`config.mk`:
```
export PLATFORM = sky130hd
export DESIGN_NAME = sbu_channel
export DESIGN_NICKNAME = d
export VERILOG_FILES = /design/src/sbu_channel.v /design/src/sbu_bit_timer.v
export VERILOG_INCLUDE_DIRS = /design/src /design/src/src
export SDC_FILE = /design/constraint.sdc
export NUM_CORES = 1
export LEC_CHECK = 0
export BUFFER_PORTS_ARGS = -buffer_cell sky130_fd_sc_hd__buf_2
export CORE_AREA = 10 10 199 201
export CTS_CLUSTER_DIAMETER = 40
export DETAILED_ROUTE_END_ITERATION = 10
export DIE_AREA = 0 0 209 211
export GPL_TIMING_DRIVEN = 0
export PLACE_DENSITY = 0.42
export REMOVE_ABC_BUFFERS = 1
export SYNTH_ARGS = -nofsm -noshare
export SYNTH_HDL_FRONTEND = slang
export SYNTH_HIERARCHICAL = 1
export SYNTH_SLANG_ARGS = --single-unit
```
`constraint.sdc`:
```
create_clock -name CLK -period 2.37 [get_ports CLK]
set_clock_uncertainty 0.1 [all_clocks]
set_input_delay 0.474 -clock CLK [delete_from_list [all_inputs] [get_ports CLK]]
set_output_delay 0.474 -clock CLK [all_outputs]
set_load 0.1 [all_outputs]
```
`src/sbu_consts.vh`:
```
// Constants of the serial bit unit: register map, fields, codes and timing
`ifndef SBU_CONSTS_VH
`define SBU_CONSTS_VH
// ----------------------------------------------------------------
// Register byte offsets
// ----------------------------------------------------------------
`define SBU_OFF_CMD 12'h000
`define SBU_OFF_TEST 12'h004
`define SBU_OFF_RXDATA 12'h008
`define SBU_OFF_TXDATA 12'h00c
`define SBU_OFF_STAT 12'h010
`define SBU_OFF_IRQ_STAT 12'h014
`define SBU_OFF_IRQ_CLR 12'h018
`define SBU_OFF_IRQ_EN 12'h01c
`define SBU_OFF_DIV 12'h020
// ----------------------------------------------------------------
// Field positions
// ----------------------------------------------------------------
`define SBU_RXBIT_POS 17
`define SBU_ST_RXFLAG 0
`define SBU_ST_TXFLAG 1
`define SBU_ST_RXCLK 2
`define SBU_ST_TXMODE 3
`define SBU_ST_CARRIER 4
`define SBU_ST_INTERLOCK 5
`define SBU_ST_TESTRES 6
`define SBU_IRQ_RX 0
`define SBU_IRQ_TX 1
// ----------------------------------------------------------------
// Function and test codes
// ----------------------------------------------------------------
`define SBU_FN_CLR_RX 4'h1
`define SBU_FN_CLR_TX 4'h2
`define SBU_FN_RX_MODE 4'h3
`define SBU_FN_TX_MODE 4'h4
`define SBU_FN_RST_CLK 4'h5
`define SBU_TS_RXFLAG 4'h1
`define SBU_TS_TXFLAG 4'h2
`define SBU_TS_INTERLOCK 4'h5
`define SBU_TS_CARRIER 4'h6
// ----------------------------------------------------------------
// Reset values and timing
// ----------------------------------------------------------------
`define SBU_DIV_RESET 20'h61a80
`define SBU_SCAN_SETUP_WT 3'h1
`define SBU_SCAN_CHAN_WT 3'h3
`define SBU_BRESP_OKAY 2'h0
`define SBU_BRESP_SLVERR 2'h2
`endif

```
`src/sbu_channel.v`:
```
// Serial bit unit channel: one-bit receive and transmit buffers with AXI4-Lite access
// Contract
// [RULE_01] A validated space on the idle line starts the receive sampling clock.
// [RULE_02] The start bit itself is loaded into the receive buffer; receive flag set.
// [RULE_03] While clock runs, each line sample loads the buffer and sets the flag.
// [RULE_04] Samples after the start bit are taken at each bit midpoint.
// [RULE_05] Space must last half a bit time to start the clock; shorter is noise.
// [RULE_06] Reading receive data returns the bit at position 18, clears buffer and flag; the code returns it at bit 17.
// [RULE_07] Program must remove the buffered bit before the next sample, else lost.
// [RULE_08] Clock reset function keeps clock stopped and flag clear until next start.
// [RULE_09] Transmit write copies data bit 0 to transmit buffer, clears transmit flag.
// [RULE_10] Function 1 clears receive, 2 clears transmit, 5 resets clock, 6-10 nothing.
// [RULE_11] Function 3 selects receive, carrier off; 4 selects transmit, carrier on.
// [RULE_12] Test 1 receive flag, 2 transmit flag, 5 interlock, 6 carrier; others zero.
// [RULE_13] Control via function drivers, flags via status lines, data via data ports.
// [RULE_14] Hardware scan interrogates channels and moves data, 1+3N word times.
// [RULE_15] Half-duplex: controller ignores the unused side and switches carrier.
// [RULE_16] The last character of a message is all marks so the line rests marking.
// [RULE_17] Transmit flag is set on every transmit bit tick.
// [RULE_18] Each transmit tick drives the buffered bit, repeating an old one.
`timescale 1ns/1ns
`default_nettype none
`include "sbu_consts.vh"
module sbu_channel (
	input wire CLK,
	input wire RST_B,
	input wire [11:0] S_AXI_AWADDR,
	input wire S_AXI_AWVALID,
	output reg S_AXI_AWREADY,
	input wire [31:0] S_AXI_WDATA,
	input wire [3:0] S_AXI_WSTRB,
	input wire S_AXI_WVALID,
	output reg S_AXI_WREADY,
	output reg [1:0] S_AXI_BRESP,
	output reg S_AXI_BVALID,
	input wire S_AXI_BREADY,
	input wire [11:0] S_AXI_ARADDR,
	input wire S_AXI_ARVALID,
	output reg S_AXI_ARREADY,
	output reg [31:0] S_AXI_RDATA,
	output reg [1:0] S_AXI_RRESP,
	output reg S_AXI_RVALID,
	input wire S_AXI_RREADY,
	input wire LINE_RX,
	output reg LINE_TX,
	output reg CARRIER_ON,
	input wire CARRIER_DETECT,
	input wire INTERLOCK,
	output reg IRQ
);
	// ----------------------------------------------------------------
	// State
	// ----------------------------------------------------------------
	reg rx_buf;
	reg rx_flag;
	reg rx_clk_run;
	reg tx_buf;
	reg tx_flag;
	reg tx_mode;
	reg [19:0] bit_period;
	reg [19:0] space_cnt;
	reg [3:0] last_test;
	reg test_result;
	reg [1:0] irq_stat;
	reg [1:0] irq_en;
	reg aw_held;
	reg w_held;
	reg [11:0] aw_addr;
	reg [31:0] w_data;
	reg [3:0] w_strb;
	wire rx_tick;
	wire tx_tick;
	wire start_ok;
	wire wr_go;
	wire rd_go;
	wire wr_low;
	wire rx_take;
	wire tx_load;
	wire fn_go;
	wire [3:0] fn_code;
	wire rx_set;
	wire tx_set;

	// Report one status test code
	function test_sel;
		input [3:0] code;
		input rxf;
		input txf;
		input ilk;
		input car;
		begin
			case (code)
				`SBU_TS_RXFLAG: test_sel = rxf;
				`SBU_TS_TXFLAG: test_sel = txf;
				`SBU_TS_INTERLOCK: test_sel = ilk;
				`SBU_TS_CARRIER: test_sel = car;
				default: test_sel = 1'b0;
			endcase
		end
	endfunction

	// ----------------------------------------------------------------
	// Bit timers
	// ----------------------------------------------------------------
	// Receive sampler re-armed at start so later ticks hit bit centres
	sbu_bit_timer u_rx_timer (
		.clk(CLK),
		.rst_b(RST_B),
		.period(bit_period),
		.restart(start_ok),
		.tick(rx_tick)
	);
	// Transmit timer runs free from the data timing unit
	sbu_bit_timer u_tx_timer (
		.clk(CLK),
		.rst_b(RST_B),
		.period(bit_period),
		.restart(1'b0),
		.tick(tx_tick)
	);

	// ----------------------------------------------------------------
	// AXI4-Lite decode
	// ----------------------------------------------------------------
	assign wr_go = aw_held && w_held && !S_AXI_BVALID;
	assign rd_go = S_AXI_ARVALID && S_AXI_ARREADY;
	assign wr_low = w_strb[0];
	assign fn_go = wr_go && aw_addr == `SBU_OFF_CMD && wr_low; // RULE_13
	assign fn_code = w_data[3:0];
	assign tx_load = wr_go && aw_addr == `SBU_OFF_TXDATA && wr_low;
	assign rx_take = rd_go && S_AXI_ARADDR == `SBU_OFF_RXDATA;
	// Half-bit qualified space on the idle line
	assign start_ok = !rx_clk_run && !LINE_RX &&
		space_cnt == {1'b0, bit_period[19:1]}; // RULE_05
	assign rx_set = start_ok || (rx_clk_run && rx_tick);
	assign tx_set = tx_tick;

	// Address and data accepted in either order, held until response
	always @(posedge CLK) begin
		if (!RST_B) begin
			aw_held <= 1'b0;
			w_held <= 1'b0;
			aw_addr <= 12'h000;
			w_data <= 32'h00000000;
			w_strb <= 4'h0;
			S_AXI_AWREADY <= 1'b0;
			S_AXI_WREADY <= 1'b0;
			S_AXI_BVALID <= 1'b0;
			S_AXI_BRESP <= `SBU_BRESP_OKAY;
		end else begin
			S_AXI_AWREADY <= !aw_held && !S_AXI_AWREADY && S_AXI_AWVALID;
			S_AXI_WREADY <= !w_held && !S_AXI_WREADY && S_AXI_WVALID;
			if (S_AXI_AWVALID && S_AXI_AWREADY) begin
				aw_held <= 1'b1;
				aw_addr <= {S_AXI_AWADDR[11:2], 2'b00};
			end
			if (S_AXI_WVALID && S_AXI_WREADY) begin
				w_held <= 1'b1;
				w_data <= S_AXI_WDATA;
				w_strb <= S_AXI_WSTRB;
			end
			if (wr_go) begin
				aw_held <= 1'b0;
				w_held <= 1'b0;
				S_AXI_BVALID <= 1'b1;
				case (aw_addr)
					`SBU_OFF_CMD, `SBU_OFF_TEST, `SBU_OFF_TXDATA,
					`SBU_OFF_IRQ_CLR, `SBU_OFF_IRQ_EN, `SBU_OFF_DIV:
						S_AXI_BRESP <= `SBU_BRESP_OKAY;
					default: S_AXI_BRESP <= `SBU_BRESP_SLVERR;
				endcase
			end else if (S_AXI_BVALID && S_AXI_BREADY) begin
				S_AXI_BVALID <= 1'b0;
			end
		end
	end

	// Read channel: one-cycle accept, data registered next cycle
	always @(posedge CLK) begin
		if (!RST_B) begin
			S_AXI_ARREADY <= 1'b0;
			S_AXI_RVALID <= 1'b0;
			S_AXI_RDATA <= 32'h00000000;
			S_AXI_RRESP <= `SBU_BRESP_OKAY;
		end else begin
			S_AXI_ARREADY <= S_AXI_ARVALID && !S_AXI_ARREADY && !S_AXI_RVALID;
			if (rd_go) begin
				S_AXI_RVALID <= 1'b1;
				S_AXI_RRESP <= `SBU_BRESP_OKAY;
				S_AXI_RDATA <= 32'h00000000;
				case ({2'b00, S_AXI_ARADDR[11:2]})
					`SBU_OFF_RXDATA >> 2:
						S_AXI_RDATA[`SBU_RXBIT_POS] <= rx_buf; // RULE_06
					`SBU_OFF_TXDATA >> 2: S_AXI_RDATA[0] <= tx_buf;
					`SBU_OFF_TEST >> 2: S_AXI_RDATA[3:0] <= last_test;
					`SBU_OFF_STAT >> 2:
						S_AXI_RDATA[6:0] <= {test_result, INTERLOCK, CARRIER_DETECT,
							tx_mode, rx_clk_run, tx_flag, rx_flag};
					`SBU_OFF_IRQ_STAT >> 2: S_AXI_RDATA[1:0] <= irq_stat;
					`SBU_OFF_IRQ_EN >> 2: S_AXI_RDATA[1:0] <= irq_en;
					`SBU_OFF_DIV >> 2: S_AXI_RDATA[19:0] <= bit_period;
					`SBU_OFF_CMD >> 2, `SBU_OFF_IRQ_CLR >> 2:
						S_AXI_RDATA <= 32'h00000000;
					default: S_AXI_RRESP <= `SBU_BRESP_SLVERR;
				endcase
			end else if (S_AXI_RVALID && S_AXI_RREADY) begin
				S_AXI_RVALID <= 1'b0;
			end
		end
	end

	// ----------------------------------------------------------------
	// Receive section
	// ----------------------------------------------------------------
	// Space length counter; any mark resets it, so short pulses are dropped
	always @(posedge CLK) begin
		if (!RST_B || LINE_RX || rx_clk_run) begin
			space_cnt <= 20'h00000;
		end else if (space_cnt != {1'b0, bit_period[19:1]}) begin
			space_cnt <= space_cnt + 20'h00001; // RULE_05
		end
	end

	// Receive clock, buffer and flag; a new sample wins over a clear
	always @(posedge CLK) begin
		if (!RST_B) begin
			rx_clk_run <= 1'b0;
			rx_buf <= 1'b0;
			rx_flag <= 1'b0;
		end else begin
			if (fn_go && fn_code == `SBU_FN_RST_CLK) begin
				rx_clk_run <= 1'b0; // RULE_08
			end else if (start_ok) begin
				rx_clk_run <= 1'b1; // RULE_01
			end
			if (rx_take || (fn_go && fn_code == `SBU_FN_CLR_RX)) begin
				rx_buf <= 1'b0; // RULE_06 RULE_10
				rx_flag <= 1'b0;
			end
			if (rx_set && !(fn_go && fn_code == `SBU_FN_RST_CLK)) begin
				// Start bit or mid-bit sample; overwrites an untaken bit
				rx_buf <= LINE_RX; // RULE_02 RULE_03 RULE_04 RULE_07
				rx_flag <= 1'b1;
			end
		end
	end

	// ----------------------------------------------------------------
	// Transmit section
	// ----------------------------------------------------------------
	// Line always rests marking after reset; tick repeats the held bit
	always @(posedge CLK) begin
		if (!RST_B) begin
			tx_buf <= 1'b1;
			tx_flag <= 1'b0;
			LINE_TX <= 1'b1;
		end else begin
			if (tx_load) begin
				tx_buf <= w_data[0]; // RULE_09
				tx_flag <= 1'b0;
			end else if (fn_go && fn_code == `SBU_FN_CLR_TX) begin
				tx_buf <= 1'b1; // RULE_10
				tx_flag <= 1'b0;
			end
			if (tx_set) begin
				tx_flag <= 1'b1; // RULE_17
				LINE_TX <= tx_buf; // RULE_18 RULE_16
			end
		end
	end

	// Mode and carrier; codes 6 to 10 fall through to no action
	always @(posedge CLK) begin
		if (!RST_B) begin
			tx_mode <= 1'b0;
			CARRIER_ON <= 1'b0;
		end else if (fn_go && fn_code == `SBU_FN_RX_MODE) begin
			tx_mode <= 1'b0; // RULE_11 RULE_15
			CARRIER_ON <= 1'b0;
		end else if (fn_go && fn_code == `SBU_FN_TX_MODE) begin
			tx_mode <= 1'b1; // RULE_11
			CARRIER_ON <= 1'b1;
		end
	end

	// ----------------------------------------------------------------
	// Status tests, timing and interrupts
	// ----------------------------------------------------------------
	// Test register selects a status line, result tracks it live
	always @(posedge CLK) begin
		if (!RST_B) begin
			last_test <= 4'h0;
			test_result <= 1'b0;
			bit_period <= `SBU_DIV_RESET;
			irq_en <= 2'b00;
		end else begin
			if (wr_go && aw_addr == `SBU_OFF_TEST && wr_low) begin
				last_test <= w_data[3:0];
			end
			if (wr_go && aw_addr == `SBU_OFF_DIV && w_data[19:1] != 19'h00000) begin
				bit_period <= w_data[19:0];
			end
			if (wr_go && aw_addr == `SBU_OFF_IRQ_EN && wr_low) begin
				irq_en <= w_data[1:0];
			end
			test_result <= test_sel(last_test, rx_flag, tx_flag,
				INTERLOCK, CARRIER_DETECT); // RULE_12 RULE_14
		end
	end

	// Sticky events, write-one clear, set wins
	always @(posedge CLK) begin
		if (!RST_B) begin
			irq_stat <= 2'b00;
			IRQ <= 1'b0;
		end else begin
			irq_stat <= (irq_stat & ~((wr_go && aw_addr == `SBU_OFF_IRQ_CLR) ?
				w_data[1:0] : 2'b00)) | {tx_set, rx_set};
			IRQ <= |(irq_stat & irq_en);
		end
	end
endmodule // sbu_channel
`default_nettype wire

```
`src/sbu_bit_timer.v`:
```
// Bit period timer: free tick every period, or sampler re-armed at a start bit
`timescale 1ns/1ns
`default_nettype none
module sbu_bit_timer (
	input wire clk,
	input wire rst_b,
	input wire [19:0] period,
	input wire restart,
	output reg tick
);
	reg [19:0] count;
	// Count down one bit period; restart comes half a bit into the start bit,
	// so a full period puts each later tick near a bit centre. Reset loads
	// all ones so no tick follows reset; a shortened period pulls count in.
	always @(posedge clk) begin
		if (!rst_b) begin
			count <= 20'hfffff;
			tick <= 1'b0;
		end else if (restart) begin
			count <= period;
			tick <= 1'b0;
		end else if (count > period) begin
			count <= period;
			tick <= 1'b0;
		end else if (count <= 20'h00001) begin
			count <= period;
			tick <= 1'b1;
		end else begin
			count <= count - 20'h00001;
			tick <= 1'b0;
		end
	end
endmodule // sbu_bit_timer
`default_nettype wire

```
Yosys cells after proc, flatten, opt, wreduce, memory -nomap -nowiden
Cells that the tools add are included.
- logic and storage cells: 163
- input bits: 70
- bits in registers: 161
- eq/ne operators: 25
- bitwise operators: 5
- mux-type cells: 30
- order comparisons: 4
- $add $sub $neg: 3
- reduce and logical (&&, ||, !) cells: 65
- operators with widths (kind ; count):
    20-bit 2-to-1 mux ; 5
    10-bit by 3-bit == test with 1-bit output, second input constant ; 6
    20-bit > comparator ; 2
    20-bit by 1-bit less-or-equal comparator with 1-bit output, second input constant ; 2
    20-bit by 1-bit subtractor with 20-bit output, second input constant ; 2
    1-bit logical AND ; 34
    10-bit by 2-bit == test with 1-bit output, second input constant ; 3
    20-bit by 1-bit adder with 20-bit output, second input constant ; 1
    10-bit by 1-bit == test with 1-bit output, second input constant ; 2
    10-bit by 4-bit == test with 1-bit output, second input constant ; 2
    20-bit by 19-bit == test with 1-bit output ; 1
    20-bit by 19-bit inequality test with 1-bit output ; 1
    19-bit nonzero test ; 1
    4-bit by 3-bit == test with 1-bit output, second input constant ; 4
    1-bit 2-to-1 mux ; 14
    12-bit by 4-bit == test with 1-bit output, second input constant ; 1
    4-bit by 2-bit == test with 1-bit output, second input constant ; 3
    12-bit logical NOT ; 1
    1-bit logical NOT ; 11
    10-bit logical NOT ; 1
    10-bit 2-to-1 mux ; 1
    2-bit OR reduction ; 5
    9-bit OR reduction ; 1
    4-bit by 1-bit == test with 1-bit output, second input constant ; 2
    16 further kinds ; 26

Longest topological paths before layout
Gate-level depths: netlist of run 1.
- depth in word-level cells: 8
- depth in mapped cells: 9
- mapped depth without buffers: 8

Cells and area by module
The synthesis of run 1 kept the hierarchy.
- modules (own cells, without submodules) (module ; cells an instance ; area each (um2) ; instances):
    sbu_channel ; 608 ; 5380.2 ; 1
    sbu_bit_timer ; 202 ; 1702.9 ; 2

Worst setup path before layout of run 1
No wires, ideal clock.
- kind: register to register
- start point: register bit_period[17]
- end point: register u_rx_timer.count[19]
- clock period less this slack: 2419 ps
- buffers on the path: 1
- stages on the path, launching flop included: 10
- arrival time: 2245 ps
- setup slack: -49 ps
- library setup time: 74 ps
- path through: dfxtp_1 > inv_1 > ha_1 > a21o_1 > a21o_1 > a22o_1 > o41a_2 > buf_4 > o211a_1 > a31oi_1
- cells in the longest elaborated chain, start to end: 3
- elaborated cells on any way between the ends: 5
- ends and longest elaborated chain (element ; RTL line ; text):
    start, declared ; sbu_channel.v:60 ; reg [19:0] bit_period;
    start signal, assigned ; sbu_channel.v:294 ; bit_period <= `SBU_DIV_RESET;
    start signal, assigned ; sbu_channel.v:301 ; bit_period <= w_data[19:0];
    20-bit > comparator or 20-bit by 19-bit == test with 1-bit output (tied branches) ; sbu_bit_timer.v:22, sbu_channel.v:134 ;
    20-bit 2-to-1 mux or 1-bit logical AND (tied branches) ; sbu_bit_timer.v:22, sbu_channel.v:133 ;
    20-bit 2-to-1 mux * ; sbu_bit_timer.v:19 ; end else if (restart) begin
    end signal, assigned ; sbu_bit_timer.v:20 ; count <= period;
    end signal, assigned ; sbu_bit_timer.v:23 ; count <= period;
    end signal, assigned ; sbu_bit_timer.v:26 ; count <= period;
    end, declared ; sbu_bit_timer.v:11 ; reg [19:0] count;
Every way passes the cells marked *; elsewhere a longest branch is shown, timed or not.
A chain may end at the register's enable or synchronous reset.

Worst setup path after layout of run 1
- start point: register bit_period[15]
- end point: register u_rx_timer.count[7]
The elaborated chain is that of the path after synthesis.

==> results.sh, run 1 <==
export IMPL_outcome="finished with violations"
export IMPL_violations="negative setup slack"
export IMPL_arrival_ns=2.74
export IMPL_rr_endpoint="u_rx_timer/count[7]"
export IMPL_crit_start="bit_period[15]"
export IMPL_leakagePower_nw=4.55
export IMPL_yosysUniqueCellTypes=73
export IMPL_dieArea_sq_um=44100
export IMPL_die_h_microns=211
export IMPL_finalPower_mw=7.25
export IMPL_h_tree_depth=4
export IMPL_syn_area_sq_um=8790
export IMPL_via_per_inst=4.81
export IMPL_wl_per_cell_microns=17.4
export IMPL_fin_util=0.328
export IMPL_num_rows=69
export IMPL_grt_pass1_vias=7868
export IMPL_start_kind="flop"
export IMPL_drtAntennaViolNets=0
export IMPL_drive_gt1_frac=0.286
export IMPL_cts_made_buffers=17
export IMPL_seq_area_frac_synth=0.362
export IMPL_period_needed_ns=2.49
export IMPL_async_reset_ff_frac=0
export IMPL_gp_congestion=0.798
export IMPL_synth_area_per_cell_sq_um=8.68
export IMPL_cts_sinks=159
export IMPL_num_vias=7752
export IMPL_holdCritStartpoint="S_AXI_WVALID"
export IMPL_drc=0
export IMPL_dieWidth_microns=209
export IMPL_setup_violations=41
export IMPL_nets=1254
export IMPL_synth_edff_count=0
export IMPL_fillCellCount=3691
export IMPL_io_buffers=82
export IMPL_hpwlAfterDp_microns=18900
export IMPL_drt_wl_total_microns=28000
export IMPL_tightest_slew_ns=1.12
export IMPL_relSlewSlack=0.254
export IMPL_cts_buffer_depth=2
export IMPL_power_frac_seq=0.407
export IMPL_worst_slack_ns=-0.122
export IMPL_holdWs_ns=0.166
export IMPL_core_sq_um=35400
export IMPL_antenna_found_initial=0
export IMPL_ys_seq_elements=159
export IMPL_hold_violations=0
export IMPL_cts_tree="done"
export IMPL_start_util=0.248
export IMPL_netlist_instances=1012
export IMPL_comb_power_share=0.195
export IMPL_fmax_mhz=401
export IMPL_internal_power_mw=4.88
export IMPL_critPathKind="reg -> reg"
export IMPL_firstDrtPassIters=5
export IMPL_first_iter_violations=330
export IMPL_overflow=0
export IMPL_crit_fanout=4
export IMPL_layout_worst_path_cycle_share=1.05
export IMPL_r2r_start="bit_period[15]"
export IMPL_r2r_cells=11
export IMPL_hold_path_class="in -> reg"
export IMPL_diodes=0
export IMPL_grt_pass1_wl_microns=44100
export IMPL_clkTransAtPathRegs_ns=0.08
export IMPL_synth_warnings=6
export IMPL_place_ws_ns=-1.19
export IMPL_clockPowerShare=0.398
export IMPL_p_per_area_nw_per_um2=624
export IMPL_synthToLayoutAreaGrowth_pct=32.2
export IMPL_insertion_delay_ns=0.44
export IMPL_maxCapViolCount=0
export IMPL_crit_path_end="u_rx_timer/count[7]"
export IMPL_r2r_slack_ns=-0.12
export IMPL_crit_required_ns=2.62
export IMPL_cts_hold_buffers_added=0
export IMPL_finalSetupTns_ns=-2.92
export IMPL_swShare=0.326
export IMPL_ios=114
export IMPL_ys_flop_type="dfxtp_1"
export IMPL_rsz0062_at_grt="yes"
export IMPL_grt_max_degree=90
export IMPL_max_vdd_ir_drop_uv=367
export IMPL_slew_viol_final=0
export IMPL_grtUsageTotal=0.122
export IMPL_cts_root_buf="clkbuf_16"
export IMPL_switchingPower_mw=2.36
export IMPL_end_kind="flop"
-- registers in the layout, indices dropped and copies added (netlist names), 2 cells and up --
name              cells
S_AXI_RDATA          20
u_rx_timer/count     20
space_cnt            20
bit_period           20
w_data               20
last_test             4
aw_addr              10
irq_en                2
u_tx_timer/count     20
irq_stat              2
-- per-stage QoR --
step / cells / instance area [sq um]
final: 1613 / 11600
after global routing: 1613 / 11600
after CTS: 1596 / 11200
after detailed placement: 1509 / 9540
after global placement: 1506 / 9470
after floorplan: 963 / 8480
-- metal layers --
| metal | part of all wire | vias up | GRT usage | wire length, microns |
|---|---|---|---|---|
| li1 | - | 3880 | - | - |
| met1 | 0.47 | 3746 | 0.156 | 13200 |
| met2 | 0.49 | 106 | 0.210 | 13800 |
| met3 | 0.026 | 20 | 0.0201 | 729 |
| met4 | 0.012 | 0 | 0.0300 | 346 |
| met5 | 0 | - | 0 | 0 |
-- Yosys cell counts, types with 4 or more instances --
library cell | instances | area, sq um
buf_2 | 7 | 35.0
and2_1 | 9 | 56.3
a21boi_0 | 48 | 360
and4_1 | 9 | 78.8
inv_1 | 47 | 176
a31oi_1 | 32 | 200
or3_1 | 14 | 87.6
nand2b_1 | 5 | 31.3
nor4_2 | 5 | 62.6
o21ai_1 | 7 | 35.0
nand2_1 | 125 | 469
xnor2_1 | 22 | 193
a21oi_1 | 39 | 195
a32oi_1 | 4 | 35.0
ha_1 | 45 | 563
or4_4 | 5 | 56.3
and3_1 | 11 | 68.8
nor3_1 | 32 | 160
clkbuf_1 | 36 | 135
nor2_1 | 42 | 158
mux2i_1 | 33 | 330
nor2b_1 | 26 | 163
a21o_1 | 4 | 30.0
o21ai_0 | 33 | 165
o211ai_1 | 8 | 60.1
nor4_1 | 19 | 119
nand3_1 | 28 | 140
dfxtp_1 | 159 | 3180
xor2_1 | 36 | 315
nor3b_1 | 9 | 67.6
buf_4 | 16 | 120
o211a_1 | 16 | 160
nand4_1 | 16 | 100
-- layout by cell type (no fill, tap or decap), types with 12 or more instances in the layout --
master,instances
dfxtp_1,134
nand4_1,16
a31oi_1,29
a21boi_0,46
mux2i_1,33
ha_4,19
buf_4,55
o211a_1,16
o21ai_1,12
nand2_1,122
clkbuf_16,17
conb_1,17
xor2_1,36
or3_1,14
inv_1,29
nor2_1,38
nor2b_1,26
a21oi_1,35
dfxtp_4,18
ha_1,26
o21ai_0,24
buf_2,81
nand3_1,26
xnor2_1,22
nor3_1,21
-- power groups by stage --
stage / logic, mW / clock network (mW) / registers (mW)
global route: 1.54 / 3.06 / 2.97
floorplan: 0.649 / 0 / 3.04
CTS: 1.30 / 2.97 / 2.94
detailed placement: 1.02 / 0 / 3.00
finish: 1.41 / 2.89 / 2.95
global placement: 1.02 / 0 / 3.00
-- worst min-delay path by stage --
stage,depth (start not counted),end,slack [ns]
2_1_floorplan,1,test_result,0.32
3_3_place_gp,1,S_AXI_ARREADY,0.33
3_5_place_dp,1,S_AXI_ARREADY,0.35
4_1_cts,3,S_AXI_WREADY,0.15
5_1_grt,3,S_AXI_WREADY,0.17
6_report,3,S_AXI_WREADY,0.17
-- final cells by class --
class                           count  area (sq um)  area share
Sequential cell                   159          3260       0.281
Multi-Input combinational cell    764          5920       0.510
Tap cell                          461           577      0.0497
Clock inverter                     15           189      0.0163
Timing Repair Buffer              150          1040      0.0892
Inverter                           47           204      0.0176
Clock buffer                       17           425      0.0366
-- worst max-delay path: stages (launching register included) --
cell,delay (ns)
dfxtp_4,0.42
inv_4,0.05
ha_4,0.26
nand4_1,0.19
buf_4,0.21
nor4_4,0.18
a21boi_4,0.28
o41ai_4,0.10
buf_4,0.17
buf_6,0.12
and4_1,0.18
a31oi_1,0.14
-- what timing repair did --
item                                    CTS  global route
endpoints found under the setup margin   73            69
resized for setup                       137            52
pin swaps                                63            43
buffers inserted                         50            18
cloned                                    6             1
-- logic make-up after synthesis --
logic type	synth area share
compound gates	0.176
xor+xnor	0.0578
fa+ha+maj	0.0641
buf+inv	0.0619
flops	0.362
mux	0.0402
other cells	0.000427
simple gates	0.238
(Power assumes the default switching activity.)
==> inputs of run 2 (changes only) <==
--- a/config.mk
+++ b/config.mk
@@ -13,6 +13,7 @@
 export DIE_AREA = 0 0 209 211
 export GPL_TIMING_DRIVEN = 0
-export PLACE_DENSITY = 0.42
+export PLACE_DENSITY_LB_ADDON = 0.08
 export REMOVE_ABC_BUFFERS = 1
+export SLEW_MARGIN = 10
 export SYNTH_ARGS = -nofsm -noshare
 export SYNTH_HDL_FRONTEND = slang
==> constraint.sdc (replaced) <==
create_clock -name CLK -period 2.37 [get_ports CLK]
set_clock_uncertainty 0.1 [all_clocks]
set_input_delay 0.237 -clock CLK [delete_from_list [all_inputs] [get_ports CLK]]
set_output_delay 0.237 -clock CLK [all_outputs]
set_load 0.1 [all_outputs]
==> run 2 against run 1 <==
The flow still finishes with violations (negative setup slack). Cell area is 1.0% higher. Cell count grew 1.3%. Largest power group unchanged. Die area did not move. Fmax grew 0.15%. Critical path depth fell by 3. Non-clock buffer count is 22 higher. Clock power is 2% lower. Setup slack better by 0.0039 ns.
==> results.sh, run 2 (synthesis results as in run 1) <==
export IMPL_antenna_found_initial=0
export IMPL_gp_congestion=0.742
export IMPL_leakagePower_nw=4.59
export IMPL_finalPower_mw=7.17
export IMPL_wl_per_cell_microns=18.3
export IMPL_num_vias=7673
export IMPL_setup_violations=31
export IMPL_drive_gt1_frac=0.267
export IMPL_final_cell_mix="135 x dfxtp_1, 123 x nand2_1, 81 x buf_2, 46 x a21boi_0, 46 x buf_4"
export IMPL_ios=114
export IMPL_r2r_cells=8
export IMPL_drt_wl_total_microns=29900
export IMPL_whs_path_depth=3
export IMPL_io_buffers=82
export IMPL_firstDrtPassIters=5
export IMPL_fmax_mhz=402
export IMPL_crit_fanout=8
export IMPL_grt_max_degree=88
export IMPL_drc=0
export IMPL_nets=1275
export IMPL_hold_path_class="in -> reg"
export IMPL_grt_pass1_vias=7749
export IMPL_max_vdd_ir_drop_uv=516
export IMPL_fin_util=0.332
export IMPL_start_kind="flop"
export IMPL_first_iter_violations=270
export IMPL_slew_viol_final=0
export IMPL_grt_pass1_wl_microns=45900
export IMPL_r2r_slack_ns=-0.12
export IMPL_clkTransAtPathRegs_ns=0.08
export IMPL_grtUsageTotal=0.133
export IMPL_crit_required_ns=2.56
export IMPL_synthToLayoutAreaGrowth_pct=33.6
export IMPL_fillCellCount=3715
export IMPL_dieArea_sq_um=44100
export IMPL_end_kind="flop"
export IMPL_h_tree_depth=4
export IMPL_rr_endpoint="u_rx_timer/count[14]"
export IMPL_hpwlAfterDp_microns=19900
export IMPL_dieWidth_microns=209
export IMPL_critPathKind="reg -> reg"
export IMPL_num_rows=69
export IMPL_rsz0062_at_grt="yes"
export IMPL_worst_slack_ns=-0.118
export IMPL_tightest_slew_ns=1.15
export IMPL_drtAntennaViolNets=0
export IMPL_arrival_ns=2.68
export IMPL_place_ws_ns=-1.24
export IMPL_crit_path_end="u_rx_timer/count[14]"
export IMPL_violations="negative setup slack"
export IMPL_insertion_delay_ns=0.45
export IMPL_outcome="finished with violations"
export IMPL_maxCapViolCount=0
export IMPL_period_needed_ns=2.49
export IMPL_overflow=0
export IMPL_r2r_start="bit_period[17]"
export IMPL_core_sq_um=35400
export IMPL_hold_violations=0
export IMPL_relSlewSlack=0.230
export IMPL_cts_sinks=159
export IMPL_cts_buffer_depth=2
export IMPL_via_per_inst=4.70
export IMPL_cts_root_buf="clkbuf_16"
export IMPL_die_h_microns=211
export IMPL_layout_worst_path_cycle_share=1.05
export IMPL_crit_start="bit_period[17]"
export IMPL_diodes=0
export IMPL_cts_made_buffers=17
export IMPL_cts_tree="done"
export IMPL_mostFrequentLayoutCell="dfxtp_1"
export IMPL_p_per_area_nw_per_um2=611
export IMPL_start_util=0.248
## run 2: timing repair
item,4_1_cts,5_1_grt
gates cloned,4,2
setup endpoints to repair,56,54
gates resized for setup,111,63
endpoints found under the hold margin,36,0
hold buffers,36,0
buffers inserted,34,16
pin swaps,42,46
## run 2: worst min-delay path by stage
| stage | slack, ns | endpoint | start |
|---|---|---|---|
| after global routing | 0.03 | rx_buf | LINE_RX |
| after CTS | 0.03 | rx_buf | LINE_RX |
| after global placement | 0.34 | S_AXI_ARREADY | S_AXI_ARREADY |
| after floorplan | 0.20 | LINE_TX | RST_B |
| after detailed placement | 0.34 | S_AXI_ARREADY | S_AXI_RVALID |
| final | 0.04 | rx_buf | LINE_RX |
## run 2: area by class of cell
type	count	area [sq um]	share of cell area
Clock buffer	18	439	0.0374
Multi-Input combinational cell	763	5860	0.500
Clock inverter	14	151	0.0129
Tap cell	461	577	0.0492
Timing Repair Buffer	172	1250	0.107
Inverter	47	189	0.0161
Sequential cell	159	3260	0.278
## run 2: metal layers
layer	track usage	wire length, microns
met1	0.178	14700
met4	0.0404	396
met2	0.217	14100
met3	0.0198	689
met5	0	0
## run 2: power breakdown
| part | internal (mW) | leakage (nW) | switching, mW |
|---|---|---|---|
| clock network | 1.51 | 0.282 | 1.33 |
| registers | 2.77 | 1.31 | 0.185 |
| logic | 0.562 | 3.00 | 0.802 |
## run 2: worst max-delay path: stages, from the launching register on
cell	delay, ns
dfxtp_4	0.48
inv_4	0.06
ha_4	0.21
a21o_1	0.15
a21o_1	0.17
a22o_4	0.27
o41a_4	0.57
nor2_4	0.22
a31oi_1	0.11
## run 2: through the flow
step                      cells  setup TNS [ns]  area, sq um  hold WS [ns]
final                      1634           -1.93        11700        0.0418
after global routing       1634           -5.36        11700        0.0273
after CTS                  1616           -2.50        11200        0.0324
after detailed placement   1510          -43.38         9570         0.345
after global placement     1506         -177.01         9470         0.344
after floorplan             963          -14.56         8480         0.199
